[config.mk]
export PLATFORM = sky130hd
export DESIGN_NAME = fcs_stim
export DESIGN_NICKNAME = d
export VERILOG_FILES = /design/src/inc/fcs_pkg.sv /design/src/logic/fcs_stim.sv
export SDC_FILE = /design/constraint.sdc
export NUM_CORES = 2
export LEC_CHECK = 0
export BUFFER_PORTS_ARGS = -buffer_cell sky130_fd_sc_hd__buf_2
export CAP_MARGIN = 10
export CORE_MARGIN = 2
export CORE_UTILIZATION = 35
export DETAILED_ROUTE_END_ITERATION = 12
export HOLD_SLACK_MARGIN = 0.12
export PLACE_DENSITY_LB_ADDON = 0.3
export SETUP_SLACK_MARGIN = 0.3
export SLEW_MARGIN = 15
export SYNTH_ARGS = -nofsm -noshare
export SYNTH_HDL_FRONTEND = slang
export SYNTH_SLANG_ARGS = --single-unit
export TNS_END_PERCENT = 100
[constraint.sdc]
create_clock -name clk -period 13.5 [get_ports clk]
set_clock_uncertainty 0.2 [all_clocks]
set_input_delay 2.7 -clock clk [delete_from_list [all_inputs] [get_ports clk]]
set_output_delay 2.7 -clock clk [all_outputs]
set_load 0.01 [all_outputs]
[src/inc/fcs_pkg.sv]
// Constants, register map and encodings for the Fibre Channel stimulus and status block.
// Assumes a 25 MHz system clock and a 32-bit classic Wishbone register bus.
package fcs_pkg;

   // Register byte offsets.
   localparam logic [7:0] OFS_CTRL    = 8'h00;
   localparam logic [7:0] OFS_BURST   = 8'h04;
   localparam logic [7:0] OFS_TXDEV   = 8'h08;
   localparam logic [7:0] OFS_STATUS  = 8'h0C;
   localparam logic [7:0] OFS_TRAP    = 8'h10;
   localparam logic [7:0] OFS_DEVPPM  = 8'h14;
   localparam logic [7:0] OFS_DEVBPS  = 8'h18;
   localparam logic [7:0] OFS_ACCUM   = 8'h1C;
   localparam logic [7:0] OFS_PATERR  = 8'h20;
   localparam logic [7:0] OFS_CMD     = 8'h24;
   localparam logic [7:0] OFS_NOMINAL = 8'h28;
   localparam logic [7:0] OFS_PPMMULT = 8'h2C;
   localparam logic [7:0] OFS_FRBITS  = 8'h30;

   // Control register field positions.
   localparam int CTRL_ALARM_LSB = 0;
   localparam int CTRL_ERR_LSB   = 4;
   localparam int CTRL_MODE_LSB  = 8;
   localparam int CTRL_PORT_LSB  = 12;
   localparam int CTRL_CRC_BIT   = 16;
   localparam int CTRL_LOST_BIT  = 17;

   // Command register bits, write one to act.
   localparam int CMD_TRIG_BIT  = 0;
   localparam int CMD_START_BIT = 1;

   // Reset values.
   localparam logic [31:0] CTRL_RST    = 32'h0000_0000;
   localparam logic [15:0] BURST_RST   = 16'h0001;
   localparam logic [31:0] NOMINAL_RST = 32'h0000_0000;
   localparam logic [31:0] PPMMULT_RST = 32'h0000_0000;
   localparam logic [15:0] FRBITS_RST  = 16'h0000;

   // Scale shift for the parts-per-million product.
   localparam int PPM_SHIFT = 24;

   // Characters, first byte sent first in bits 7:0.
   localparam logic [7:0] K28_5 = 8'hBC;
   localparam logic [7:0] D9_2  = 8'h49;
   localparam logic [7:0] D31_5 = 8'hBF;
   localparam logic [7:0] D21_1 = 8'h35;
   localparam logic [7:0] D21_2 = 8'h55;
   localparam logic [7:0] D5_2  = 8'h45;
   localparam logic [7:0] D10_4 = 8'h8A;
   localparam logic [7:0] D21_4 = 8'h95;
   localparam logic [7:0] D10_2 = 8'h4A;
   localparam logic [9:0] BAD_CODE_10B = 10'h000;

   typedef enum logic [2:0] {
      ALM_NONE = 3'b000, ALM_LR = 3'b001, ALM_LRR = 3'b010, ALM_NOS = 3'b011, ALM_OLS = 3'b100
   } fcs_alarm_t;

   typedef enum logic [2:0] {
      ERR_NONE = 3'b000, ERR_BIT = 3'b001, ERR_SYM = 3'b010,
      ERR_RRDY = 3'b011, ERR_CRC = 3'b100, ERR_BLOCK = 3'b101
   } fcs_err_t;

   // Insertion modes: 4 to 9 are the rates 1E-02 to 1E-07.
   localparam logic [3:0] INS_OFF    = 4'h0;
   localparam logic [3:0] INS_MANUAL = 4'h1;
   localparam logic [3:0] INS_SEC    = 4'h2;
   localparam logic [3:0] INS_10SEC  = 4'h3;
   localparam logic [3:0] INS_RATE2  = 4'h4;
   localparam logic [3:0] INS_RATE7  = 4'h9;

   // Port modes: 1 to 4 use 8b/10b, 5 and 6 use 64b/66b.
   localparam logic [2:0] PORT_OFF    = 3'h0;
   localparam logic [2:0] PORT_FC1200 = 3'h5;
   localparam logic [2:0] PORT_FC1600 = 3'h6;

   // Word region codes from the frame generator.
   localparam logic [1:0] REG_IDLE    = 2'h0;
   localparam logic [1:0] REG_PAYLOAD = 2'h1;
   localparam logic [1:0] REG_CRC     = 2'h2;
   localparam logic [1:0] REG_DELIM   = 2'h3;

   // Timing.
   localparam longint CLK_HZ        = 25000000;
   localparam longint PERIOD_S      = 1;
   localparam longint PERIOD_CYCLES = CLK_HZ * PERIOD_S;
   localparam logic [3:0] TEN_PERIODS = 4'hA;

endpackage : fcs_pkg

[src/logic/fcs_stim.sv]
// Fibre Channel transmit stimulus injector and receive status block.
// Sits between the frame generator and the line encoder; receive inputs come from the decoder.
`timescale 1ns/1ps
// What this block does
// A selected alarm replaces traffic with its primitive sequence continuously until none.
// Link reset sends K28.5 D9.2 D31.5 D9.2.
// Link reset response sends K28.5 D21.1 D31.5 D9.2.
// Not operational sends K28.5 D21.2 D31.5 D5.2.
// Offline sends K28.5 D21.1 D10.4 D21.2.
// Receiver ready error sends one K28.5 D21.4 D10.2 D10.2 per event.
// Bit error inverts one payload bit per event, delimiters untouched.
// Symbol error sends one undecodable 10-bit group; not at 64b/66b rates.
// CRC error flips one check field bit; not without a check field.
// Block error corrupts one 64b/66b block; only at the two top rates.
// Manual mode inserts exactly burst length errors per trigger.
// Periodic modes insert one burst every second or every ten seconds.
// Rate modes insert one burst per ten-to-the-n transmitted blocks.
// Insertion off stops all insertion and ignores triggers.
// Signed deviation offsets transmit rate; positive raises frequency.
// Received rate deviation is reported in ppm and bits per second.
// Accumulated bit difference is kept and cleared on measurement start.
// Signal present follows bit synchronisation.
// Sync flag shows word alignment acquired or lost.
// Every alarm or error seen is latched in a trap until cleared.
// With lost-frame option, lost frame pattern bits add to pattern errors.
// Lower four rates use 8b/10b, two highest use 64b/66b.
module fcs_stim #(
   parameter longint PERIOD_CYCLES = fcs_pkg::PERIOD_CYCLES,
   parameter longint GATE_CYCLES   = 2500000,
   parameter longint GATES_PER_SEC = 10
) (
   // Clock and reset.
   input  wire logic        clk,
   input  wire logic        rst,
   // Wishbone slave.
   input  wire logic        wb_cyc_i,
   input  wire logic        wb_stb_i,
   input  wire logic        wb_we_i,
   input  wire logic [7:0]  wb_adr_i,
   input  wire logic [3:0]  wb_sel_i,
   input  wire logic [31:0] wb_dat_i,
   output logic      [31:0] wb_dat_o,
   output logic             wb_ack_o,
   // Transmit stream from the frame generator.
   input  wire logic        tx_in_valid,
   input  wire logic [31:0] tx_in_data,
   input  wire logic [3:0]  tx_in_k,
   input  wire logic [1:0]  tx_in_region,
   input  wire logic        tx_in_blk,
   // Transmit stream to the encoder.
   output logic             tx_out_valid,
   output logic      [31:0] tx_out_data,
   output logic      [3:0]  tx_out_k,
   output logic             tx_out_sym_sel,
   output logic      [9:0]  tx_out_sym,
   output logic             tx_out_blk_err,
   output logic             tx_use_66b,
   output logic signed [15:0] tx_rate_trim,
   // Receive status.
   input  wire logic        rx_sig_det,
   input  wire logic        rx_word_lock,
   input  wire logic [9:0]  rx_bit_inc,
   input  wire logic [7:0]  rx_pat_err_inc,
   input  wire logic        rx_frame_lost
);

   logic [31:0] ctrl_reg;
   logic [15:0] burst_reg;
   logic [15:0] txdev_reg;
   logic [31:0] nominal_reg;
   logic [31:0] ppmmult_reg;
   logic [15:0] frbits_reg;
   logic [3:0]  trap_reg;
   logic        trig_reg;
   logic        start_reg;
   logic [16:0] pend_reg;
   logic [24:0] per_cnt_reg;
   logic [3:0]  ten_cnt_reg;
   logic [23:0] blk_cnt_reg;
   logic [2:0]  sig_sync_reg;
   logic [2:0]  lock_sync_reg;
   logic        sig_reg;
   logic        lock_reg;
   logic [23:0] gate_cnt_reg;
   logic [31:0] bits_cnt_reg;
   logic signed [31:0] diff_reg;
   logic signed [31:0] ppm_reg;
   logic signed [31:0] bps_reg;
   logic signed [31:0] accum_reg;
   logic        gate_done_reg;
   logic [31:0] paterr_reg;

   fcs_pkg::fcs_alarm_t alarm_sel;
   fcs_pkg::fcs_err_t   err_sel;
   logic [3:0]  ins_mode;
   logic [2:0]  port_mode;
   logic        wb_req;
   logic        wb_wr;
   logic        burst_evt;
   logic        type_ok;
   logic        eligible;
   logic        do_ins;
   logic [31:0] oset;
   logic [3:0]  trap_set;
   logic [3:0]  trap_clr;

   // Merges write data into a register under the byte selects.
   function automatic logic [31:0] merge(input logic [31:0] old, input logic [31:0] nw,
                                         input logic [3:0] sel);
      logic [31:0] res;
      res = old;
      for (int i = 0; i < 4; i++) begin
         if (sel[i]) begin
            res[8*i +: 8] = nw[8*i +: 8];
         end
      end
      return res;
   endfunction : merge

   // Blocks per burst for rate modes 4 to 9.
   function automatic logic [23:0] rate_blocks(input logic [3:0] mode);
      logic [23:0] n;
      n = 24'h000064;
      for (int i = 4; i < 9; i++) begin
         if (mode > 4'(i)) begin
            n = 24'(n * 24'h00000A);
         end
      end
      return n;
   endfunction : rate_blocks

   assign alarm_sel = fcs_pkg::fcs_alarm_t'(ctrl_reg[fcs_pkg::CTRL_ALARM_LSB +: 3]);
   assign err_sel   = fcs_pkg::fcs_err_t'(ctrl_reg[fcs_pkg::CTRL_ERR_LSB +: 3]);
   assign ins_mode  = ctrl_reg[fcs_pkg::CTRL_MODE_LSB +: 4];
   assign port_mode = ctrl_reg[fcs_pkg::CTRL_PORT_LSB +: 3];
   assign wb_req    = wb_cyc_i && wb_stb_i && !wb_ack_o;
   assign wb_wr     = wb_req && wb_we_i;

   // Bus answer one cycle after the request, dropped the cycle after.
   always_ff @(posedge clk) begin
      if (rst) begin
         wb_ack_o <= 1'b0;
      end else begin
         wb_ack_o <= wb_req;
      end
   end

   // Read data; unmapped addresses read zero.
   always_ff @(posedge clk) begin
      if (rst) begin
         wb_dat_o <= 32'h0000_0000;
      end else if (wb_req && !wb_we_i) begin
         unique case (wb_adr_i)
            fcs_pkg::OFS_CTRL:    wb_dat_o <= ctrl_reg;
            fcs_pkg::OFS_BURST:   wb_dat_o <= {16'h0000, burst_reg};
            fcs_pkg::OFS_TXDEV:   wb_dat_o <= {16'h0000, txdev_reg};
            fcs_pkg::OFS_STATUS:  wb_dat_o <= {27'h0000000, pend_reg != 17'h00000,
                                               alarm_sel != fcs_pkg::ALM_NONE,
                                               tx_use_66b, lock_reg, sig_reg};
            fcs_pkg::OFS_TRAP:    wb_dat_o <= {28'h0000000, trap_reg};
            fcs_pkg::OFS_DEVPPM:  wb_dat_o <= ppm_reg;
            fcs_pkg::OFS_DEVBPS:  wb_dat_o <= bps_reg;
            fcs_pkg::OFS_ACCUM:   wb_dat_o <= accum_reg;
            fcs_pkg::OFS_PATERR:  wb_dat_o <= paterr_reg;
            fcs_pkg::OFS_NOMINAL: wb_dat_o <= nominal_reg;
            fcs_pkg::OFS_PPMMULT: wb_dat_o <= ppmmult_reg;
            fcs_pkg::OFS_FRBITS:  wb_dat_o <= {16'h0000, frbits_reg};
            default:              wb_dat_o <= 32'h0000_0000;
         endcase
      end
   end

   // Software-written configuration.
   always_ff @(posedge clk) begin
      if (rst) begin
         ctrl_reg    <= fcs_pkg::CTRL_RST;
         burst_reg   <= fcs_pkg::BURST_RST;
         txdev_reg   <= 16'h0000;
         nominal_reg <= fcs_pkg::NOMINAL_RST;
         ppmmult_reg <= fcs_pkg::PPMMULT_RST;
         frbits_reg  <= fcs_pkg::FRBITS_RST;
      end else if (wb_wr) begin
         if (wb_adr_i == fcs_pkg::OFS_CTRL) begin
            ctrl_reg <= merge(ctrl_reg, wb_dat_i, wb_sel_i) & 32'h0003_7F77;
         end
         if (wb_adr_i == fcs_pkg::OFS_BURST) begin
            burst_reg <= 16'(merge({16'h0000, burst_reg}, wb_dat_i, wb_sel_i));
         end
         if (wb_adr_i == fcs_pkg::OFS_TXDEV) begin
            txdev_reg <= 16'(merge({16'h0000, txdev_reg}, wb_dat_i, wb_sel_i));
         end
         if (wb_adr_i == fcs_pkg::OFS_NOMINAL) begin
            nominal_reg <= merge(nominal_reg, wb_dat_i, wb_sel_i);
         end
         if (wb_adr_i == fcs_pkg::OFS_PPMMULT) begin
            ppmmult_reg <= merge(ppmmult_reg, wb_dat_i, wb_sel_i);
         end
         if (wb_adr_i == fcs_pkg::OFS_FRBITS) begin
            frbits_reg <= 16'(merge({16'h0000, frbits_reg}, wb_dat_i, wb_sel_i));
         end
      end
   end

   // Command pulses, one cycle wide.
   always_ff @(posedge clk) begin
      if (rst) begin
         trig_reg  <= 1'b0;
         start_reg <= 1'b0;
      end else begin
         trig_reg  <= wb_wr && wb_adr_i == fcs_pkg::OFS_CMD && wb_sel_i[0]
                      && wb_dat_i[fcs_pkg::CMD_TRIG_BIT];
         start_reg <= wb_wr && wb_adr_i == fcs_pkg::OFS_CMD && wb_sel_i[0]
                      && wb_dat_i[fcs_pkg::CMD_START_BIT];
      end
   end

   // Coding follows the port mode; rate trim follows the transmit deviation register.
   always_ff @(posedge clk) begin
      if (rst) begin
         tx_use_66b   <= 1'b0;
         tx_rate_trim <= 16'sh0000;
      end else begin
         tx_use_66b   <= port_mode == fcs_pkg::PORT_FC1200
                         || port_mode == fcs_pkg::PORT_FC1600;
         tx_rate_trim <= signed'(txdev_reg);
      end
   end

   // Period timers for the one and ten second modes.
   always_ff @(posedge clk) begin
      if (rst || ins_mode == fcs_pkg::INS_OFF) begin
         per_cnt_reg <= 25'h0000000;
         ten_cnt_reg <= 4'h0;
      end else if (per_cnt_reg == 25'(PERIOD_CYCLES - 1)) begin
         per_cnt_reg <= 25'h0000000;
         ten_cnt_reg <= (ten_cnt_reg == fcs_pkg::TEN_PERIODS - 4'h1) ? 4'h0 : ten_cnt_reg + 4'h1;
      end else begin
         per_cnt_reg <= per_cnt_reg + 25'h0000001;
      end
   end

   // Transmitted block counter for the rate modes.
   always_ff @(posedge clk) begin
      if (rst || ins_mode < fcs_pkg::INS_RATE2) begin
         blk_cnt_reg <= 24'h000000;
      end else if (tx_in_valid && tx_in_blk) begin
         blk_cnt_reg <= (blk_cnt_reg == rate_blocks(ins_mode) - 24'h000001) ? 24'h000000
                        : blk_cnt_reg + 24'h000001;
      end
   end

   always_comb begin
      burst_evt = 1'b0;
      unique case (1'b1)
         ins_mode == fcs_pkg::INS_MANUAL: burst_evt = trig_reg;
         ins_mode == fcs_pkg::INS_SEC:
            burst_evt = per_cnt_reg == 25'(PERIOD_CYCLES - 1);
         ins_mode == fcs_pkg::INS_10SEC:
            burst_evt = per_cnt_reg == 25'(PERIOD_CYCLES - 1)
                        && ten_cnt_reg == fcs_pkg::TEN_PERIODS - 4'h1;
         ins_mode >= fcs_pkg::INS_RATE2 && ins_mode <= fcs_pkg::INS_RATE7:
            burst_evt = tx_in_valid && tx_in_blk
                        && blk_cnt_reg == rate_blocks(ins_mode) - 24'h000001;
         default: burst_evt = 1'b0;
      endcase
   end

   // Error type availability and word eligibility.
   always_comb begin
      type_ok  = 1'b0;
      eligible = 1'b0;
      unique case (err_sel)
         fcs_pkg::ERR_BIT: begin
            type_ok  = 1'b1;
            eligible = tx_in_region == fcs_pkg::REG_PAYLOAD;
         end
         fcs_pkg::ERR_SYM: begin
            type_ok  = !tx_use_66b;
            eligible = tx_in_region == fcs_pkg::REG_IDLE;
         end
         fcs_pkg::ERR_RRDY: begin
            type_ok  = 1'b1;
            eligible = tx_in_region == fcs_pkg::REG_IDLE;
         end
         fcs_pkg::ERR_CRC: begin
            type_ok  = ctrl_reg[fcs_pkg::CTRL_CRC_BIT];
            eligible = tx_in_region == fcs_pkg::REG_CRC;
         end
         fcs_pkg::ERR_BLOCK: begin
            type_ok  = tx_use_66b;
            eligible = tx_in_blk;
         end
         default: begin
            type_ok  = 1'b0;
            eligible = 1'b0;
         end
      endcase
   end

   assign do_ins = tx_in_valid && pend_reg != 17'h00000 && type_ok && eligible
                   && alarm_sel == fcs_pkg::ALM_NONE;

   // Pending error count; an event arriving during insertion is added, not lost.
   always_ff @(posedge clk) begin
      if (rst || ins_mode == fcs_pkg::INS_OFF || !type_ok) begin
         pend_reg <= 17'h00000;
      end else begin
         pend_reg <= pend_reg - {16'h0000, do_ins}
                     + (burst_evt ? {1'b0, burst_reg} : 17'h00000);
      end
   end

   always_comb begin
      unique case (alarm_sel)
         fcs_pkg::ALM_LR:  oset = {fcs_pkg::D9_2,  fcs_pkg::D31_5, fcs_pkg::D9_2,  fcs_pkg::K28_5};
         fcs_pkg::ALM_LRR: oset = {fcs_pkg::D9_2,  fcs_pkg::D31_5, fcs_pkg::D21_1, fcs_pkg::K28_5};
         fcs_pkg::ALM_NOS: oset = {fcs_pkg::D5_2,  fcs_pkg::D31_5, fcs_pkg::D21_2, fcs_pkg::K28_5};
         fcs_pkg::ALM_OLS: oset = {fcs_pkg::D21_2, fcs_pkg::D10_4, fcs_pkg::D21_1, fcs_pkg::K28_5};
         default:          oset = {fcs_pkg::D10_2, fcs_pkg::D10_2, fcs_pkg::D21_4, fcs_pkg::K28_5};
      endcase
   end

   // Output word: alarm replaces traffic, otherwise one error per insertion.
   always_ff @(posedge clk) begin
      if (rst || port_mode == fcs_pkg::PORT_OFF) begin
         tx_out_valid   <= 1'b0;
         tx_out_data    <= 32'h0000_0000;
         tx_out_k       <= 4'h0;
         tx_out_sym_sel <= 1'b0;
         tx_out_sym     <= fcs_pkg::BAD_CODE_10B;
         tx_out_blk_err <= 1'b0;
      end else begin
         tx_out_valid   <= tx_in_valid;
         tx_out_data    <= tx_in_data;
         tx_out_k       <= tx_in_k;
         tx_out_sym_sel <= 1'b0;
         tx_out_blk_err <= 1'b0;
         if (tx_in_valid && alarm_sel != fcs_pkg::ALM_NONE) begin
            tx_out_data <= oset;
            tx_out_k    <= 4'h1;
         end else if (do_ins) begin
            unique case (err_sel)
               fcs_pkg::ERR_BIT, fcs_pkg::ERR_CRC: begin
                  tx_out_data <= tx_in_data ^ 32'h0000_0001;
               end
               fcs_pkg::ERR_SYM: tx_out_sym_sel <= 1'b1;
               fcs_pkg::ERR_RRDY: begin
                  tx_out_data <= oset;
                  tx_out_k    <= 4'h1;
               end
               fcs_pkg::ERR_BLOCK: tx_out_blk_err <= 1'b1;
               default: tx_out_data <= tx_in_data;
            endcase
         end
      end
   end

   // Pin inputs pass three flops; a change counts once the last two agree.
   always_ff @(posedge clk) begin
      if (rst) begin
         sig_sync_reg  <= 3'h0;
         lock_sync_reg <= 3'h0;
         sig_reg       <= 1'b0;
         lock_reg      <= 1'b0;
      end else begin
         sig_sync_reg  <= {sig_sync_reg[1:0], rx_sig_det};
         lock_sync_reg <= {lock_sync_reg[1:0], rx_word_lock};
         if (sig_sync_reg[2] == sig_sync_reg[1]) begin
            sig_reg <= sig_sync_reg[2];
         end
         if (lock_sync_reg[2] == lock_sync_reg[1]) begin
            lock_reg <= lock_sync_reg[2] && sig_reg;
         end
      end
   end

   // Rate measurement over a fixed gate.
   always_ff @(posedge clk) begin
      if (rst || start_reg) begin
         gate_cnt_reg  <= 24'h000000;
         bits_cnt_reg  <= 32'h0000_0000;
         gate_done_reg <= 1'b0;
         diff_reg      <= 32'sh0000_0000;
      end else if (gate_cnt_reg == 24'(GATE_CYCLES - 1)) begin
         gate_cnt_reg  <= 24'h000000;
         bits_cnt_reg  <= {22'h000000, rx_bit_inc};
         gate_done_reg <= 1'b1;
         diff_reg      <= signed'(bits_cnt_reg - nominal_reg);
      end else begin
         gate_cnt_reg  <= gate_cnt_reg + 24'h000001;
         bits_cnt_reg  <= bits_cnt_reg + {22'h000000, rx_bit_inc};
         gate_done_reg <= 1'b0;
      end
   end

   // Deviation results, one cycle after each gate closes.
   always_ff @(posedge clk) begin
      if (rst || start_reg) begin
         ppm_reg   <= 32'sh0000_0000;
         bps_reg   <= 32'sh0000_0000;
         accum_reg <= 32'sh0000_0000;
      end else if (gate_done_reg) begin
         ppm_reg   <= 32'((64'(diff_reg) * signed'({32'h0000_0000, ppmmult_reg}))
                          >>> fcs_pkg::PPM_SHIFT);
         bps_reg   <= 32'(diff_reg * 32'(GATES_PER_SEC));
         accum_reg <= accum_reg + diff_reg;
      end
   end

   // Pattern error counter.
   always_ff @(posedge clk) begin
      if (rst || start_reg) begin
         paterr_reg <= 32'h0000_0000;
      end else begin
         paterr_reg <= paterr_reg + {24'h000000, rx_pat_err_inc}
                       + ((rx_frame_lost && ctrl_reg[fcs_pkg::CTRL_LOST_BIT])
                          ? {16'h0000, frbits_reg} : 32'h0000_0000);
      end
   end

   // Sticky trap; a new event in the clearing cycle survives.
   assign trap_set = {rx_frame_lost, rx_pat_err_inc != 8'h00, !lock_reg, !sig_reg};
   assign trap_clr = (wb_wr && wb_adr_i == fcs_pkg::OFS_TRAP && wb_sel_i[0])
                     ? wb_dat_i[3:0] : 4'h0;

   always_ff @(posedge clk) begin
      if (rst) begin
         trap_reg <= 4'h0;
      end else begin
         trap_reg <= (trap_reg & ~trap_clr) | trap_set;
      end
   end

endmodule : fcs_stim

==> flow_summary.yaml <==
grt:
  grt_pass1_wl_um: 299000
  grt_max_degree: 134
  grt_use_total_pct: 21.3
  overflow: 0
  antenna_found_initial: 8
  grt_pass1_vias: 51000
clocking:
  cts_tree: "yes"
  cts_made_buffers: 52
  clock_latency_ps: 670
  htreeDepth: 2
  clk_path_buf_depth: 3
  cts_root_buf: "clkbuf_16"
  clkSinkCount: 516
  clk_pin_slew_ps: 70
floorplan:
  die_y_um: 422
  num_io_pins: 209
  start_util_pct: 35.2
  row_count: 153
  dieWidth_um: 422
  core-area_um2: 174000
  die_area_um2: 178000
worst_setup_path:
  crit_arrival_ps: 12730
  cp_max_fo: 19
  crit_family: "compound AO/OA/AOI/OAI gates"
  cp_slowest_cell: "dfxtp_1"
  cp.required_ps: 13810
  critPathBufInv: 3
  end_kind: "flop"
  crit_path_max_incr_delay_ps: 720
  worstSetupPathType: "reg2reg"
  path_common_cell: "ha_1"
  start_kind: "flop"
synthesis:
  async_flop_share_pct: 0
  synth_seq_area_share_pct: 16.9
  synth_cell_type_count: 89
  syn_avg_cell_area_um2: 8.48
  ys_top_cells_by_area: "fa_1 29%, dfxtp_1 17%, ha_1 9.9%"
  yosysTopAreaCell: "fa_1"
  synth.most_common_cell: "nand2_1"
  synth-edff-count: 0
  netlist_top_cells_count: "1116 x nand2_1, 1110 x inv_1, 888 x fa_1"
  synth_ff_type: "dfxtp_1"
  synth_top_area_share_pct: 29.0
  synthesis.area_um2: 61200
  syn_inst: 7216
  ys_ff_latch: 516
  yosys_warnings: 0
power_and_ir_drop:
  total_power_uw: 3610
  pwr_density_cell_nw_per_um2: 54.5
  leakagePower_uw: 0.0291
  ir_drop_mv: 0.0961
final_layout:
  area_growth_pct: 8.14
  drive_above_1_share_pct: 6.42
  finish.instance_area_um2: 66200
  nets: 8667
  n_fill_cell: 18000
  utilization_pct: 38.1
  regArea_um2: 10300
  multi_input_area_um2: 45300
sta:
  worst_pin_slew_ps: 1280
  hold_viol: 0
  drv_slew: 0
  fmax_ghz: 0.0805
  finalSetupViolCount: 0
  period_share_pct: 92.0
  finalCriticalPeriod_ps: 12420
  relSlewSlack_pct: 14.9
  setup_tns_ps: 0
  rsz0062_at_grt: "no"
placed_design:
  hpwlAfterDp_um: 144000
  io_buffer_count: 198
  gp_congestion: 0.903
  place_area_um2: 64400
worst_hold_path:
  hold_path.class: "reg2reg"
flow_run:
  max_cap_violations: 0
drt:
  wirelength_um: 191000
  vias: 50000
  drc_errors: 0
  detail_route.wl_per_cell_um: 20.0
  ant_nets: 0
  drtIter0Drc: 3580
  viasPerCell: 5.23
  drtPass1Iterations: 8
status:
  outcome: "complete, no violations"
==> kinds of logic (layout without fill, tap and decap cells) <==
kind of cell	after synthesis	count (layout)	share of synthesized area (%)
flip-flops	516	516	16.9
XOR/XNOR	295	295	4.22
buffers and inverters	1505	1503	9.37
AO/OA/AOI/OAI	950	950	10.2
other	2	17	0.0123
AND/OR/NAND/NOR	2490	2490	18.9
multiplexers	87	87	1.43
adder cells (fa/ha/maj)	1371	1371	38.9
==> final cells by class <==
cell class / count / share of cell area (%)
flip-flops and latches: 516 / 15.6
repair buffers: 297 / 2.65
clock buffers: 70 / 2.19
multi-input cells: 5208 / 68.4
well taps: 2325 / 4.40
clock inverters: 25 / 0.444
inverters: 1111 / 6.30
diodes: 2 / 0.00756
==> timing repair <==
item                       in CTS  in global routing
setup endpoints to repair       0                  1
hold buffers                    0                  0
setup buffers                   0                  0
resized for setup               0                  1
==> per-stage QoR <==
step	setup slack, ps	instances	hold slack, ps
2_1_floorplan	2080	7229	214
3_3_place_gp	1170	9457	217
3_5_place_dp	1090	9457	225
4_1_cts	1080	9552	242
5_1_grt	423	9554	266
6_report	1080	9554	241
==> routing by layer <==
layer	wire (µm)	share of wire (%)	global-route usage (%)	vias to the layer above
li1	-	-	-	22900
met1	82700	43	28.6	25200
met2	90700	47	35.8	1512
met3	11300	5.9	2.43	323
met4	6450	3.4	6.67	0
met5	0	0	0	-
==> report_power, final <==
group	total, µW	switching (µW)	leakage [µW]	internal, µW
sequential	1580	29.0	0.00417	1550
combinational	497	284	0.0241	213
clock	1530	696	0.000857	837
total	3610	1010	0.0291	2600
==> path summary, 6_finish.rpt <==
check	startpoint	cells after the start	slack (ps)	endpoint
max reg2reg	ctrl_reg[9]	47	1080	pend_reg[16]
max	ctrl_reg[9]	47	1080	pend_reg[16]
min	sig_sync_reg[0]	1	240	sig_sync_reg[1]
min reg2reg	sig_sync_reg[0]	1	240	sig_sync_reg[1]
==> placed cells by master, fill, tap and decap left out, types with 35 or more instances in the layout <==
| cell type | instances |
|---|---|
| and3_1 | 89 |
| nor3_1 | 81 |
| or3_1 | 35 |
| a22oi_1 | 59 |
| nor2_1 | 427 |
| nand4_1 | 40 |
| o21ai_0 | 137 |
| ha_1 | 483 |
| fa_1 | 888 |
| a221oi_1 | 41 |
| mux2i_1 | 82 |
| a21o_1 | 80 |
| and2_1 | 267 |
| inv_1 | 1110 |
| xnor2_1 | 177 |
| buf_2 | 197 |
| xor2_1 | 118 |
| nor2b_1 | 53 |
| dfxtp_1 | 513 |
| nand2b_1 | 52 |
| clkbuf_16 | 52 |
| nand2_1 | 1116 |
| buf_4 | 98 |
| a21oi_1 | 341 |
| nand3_1 | 195 |
Note: power is estimated with default switching activity, not from simulation.
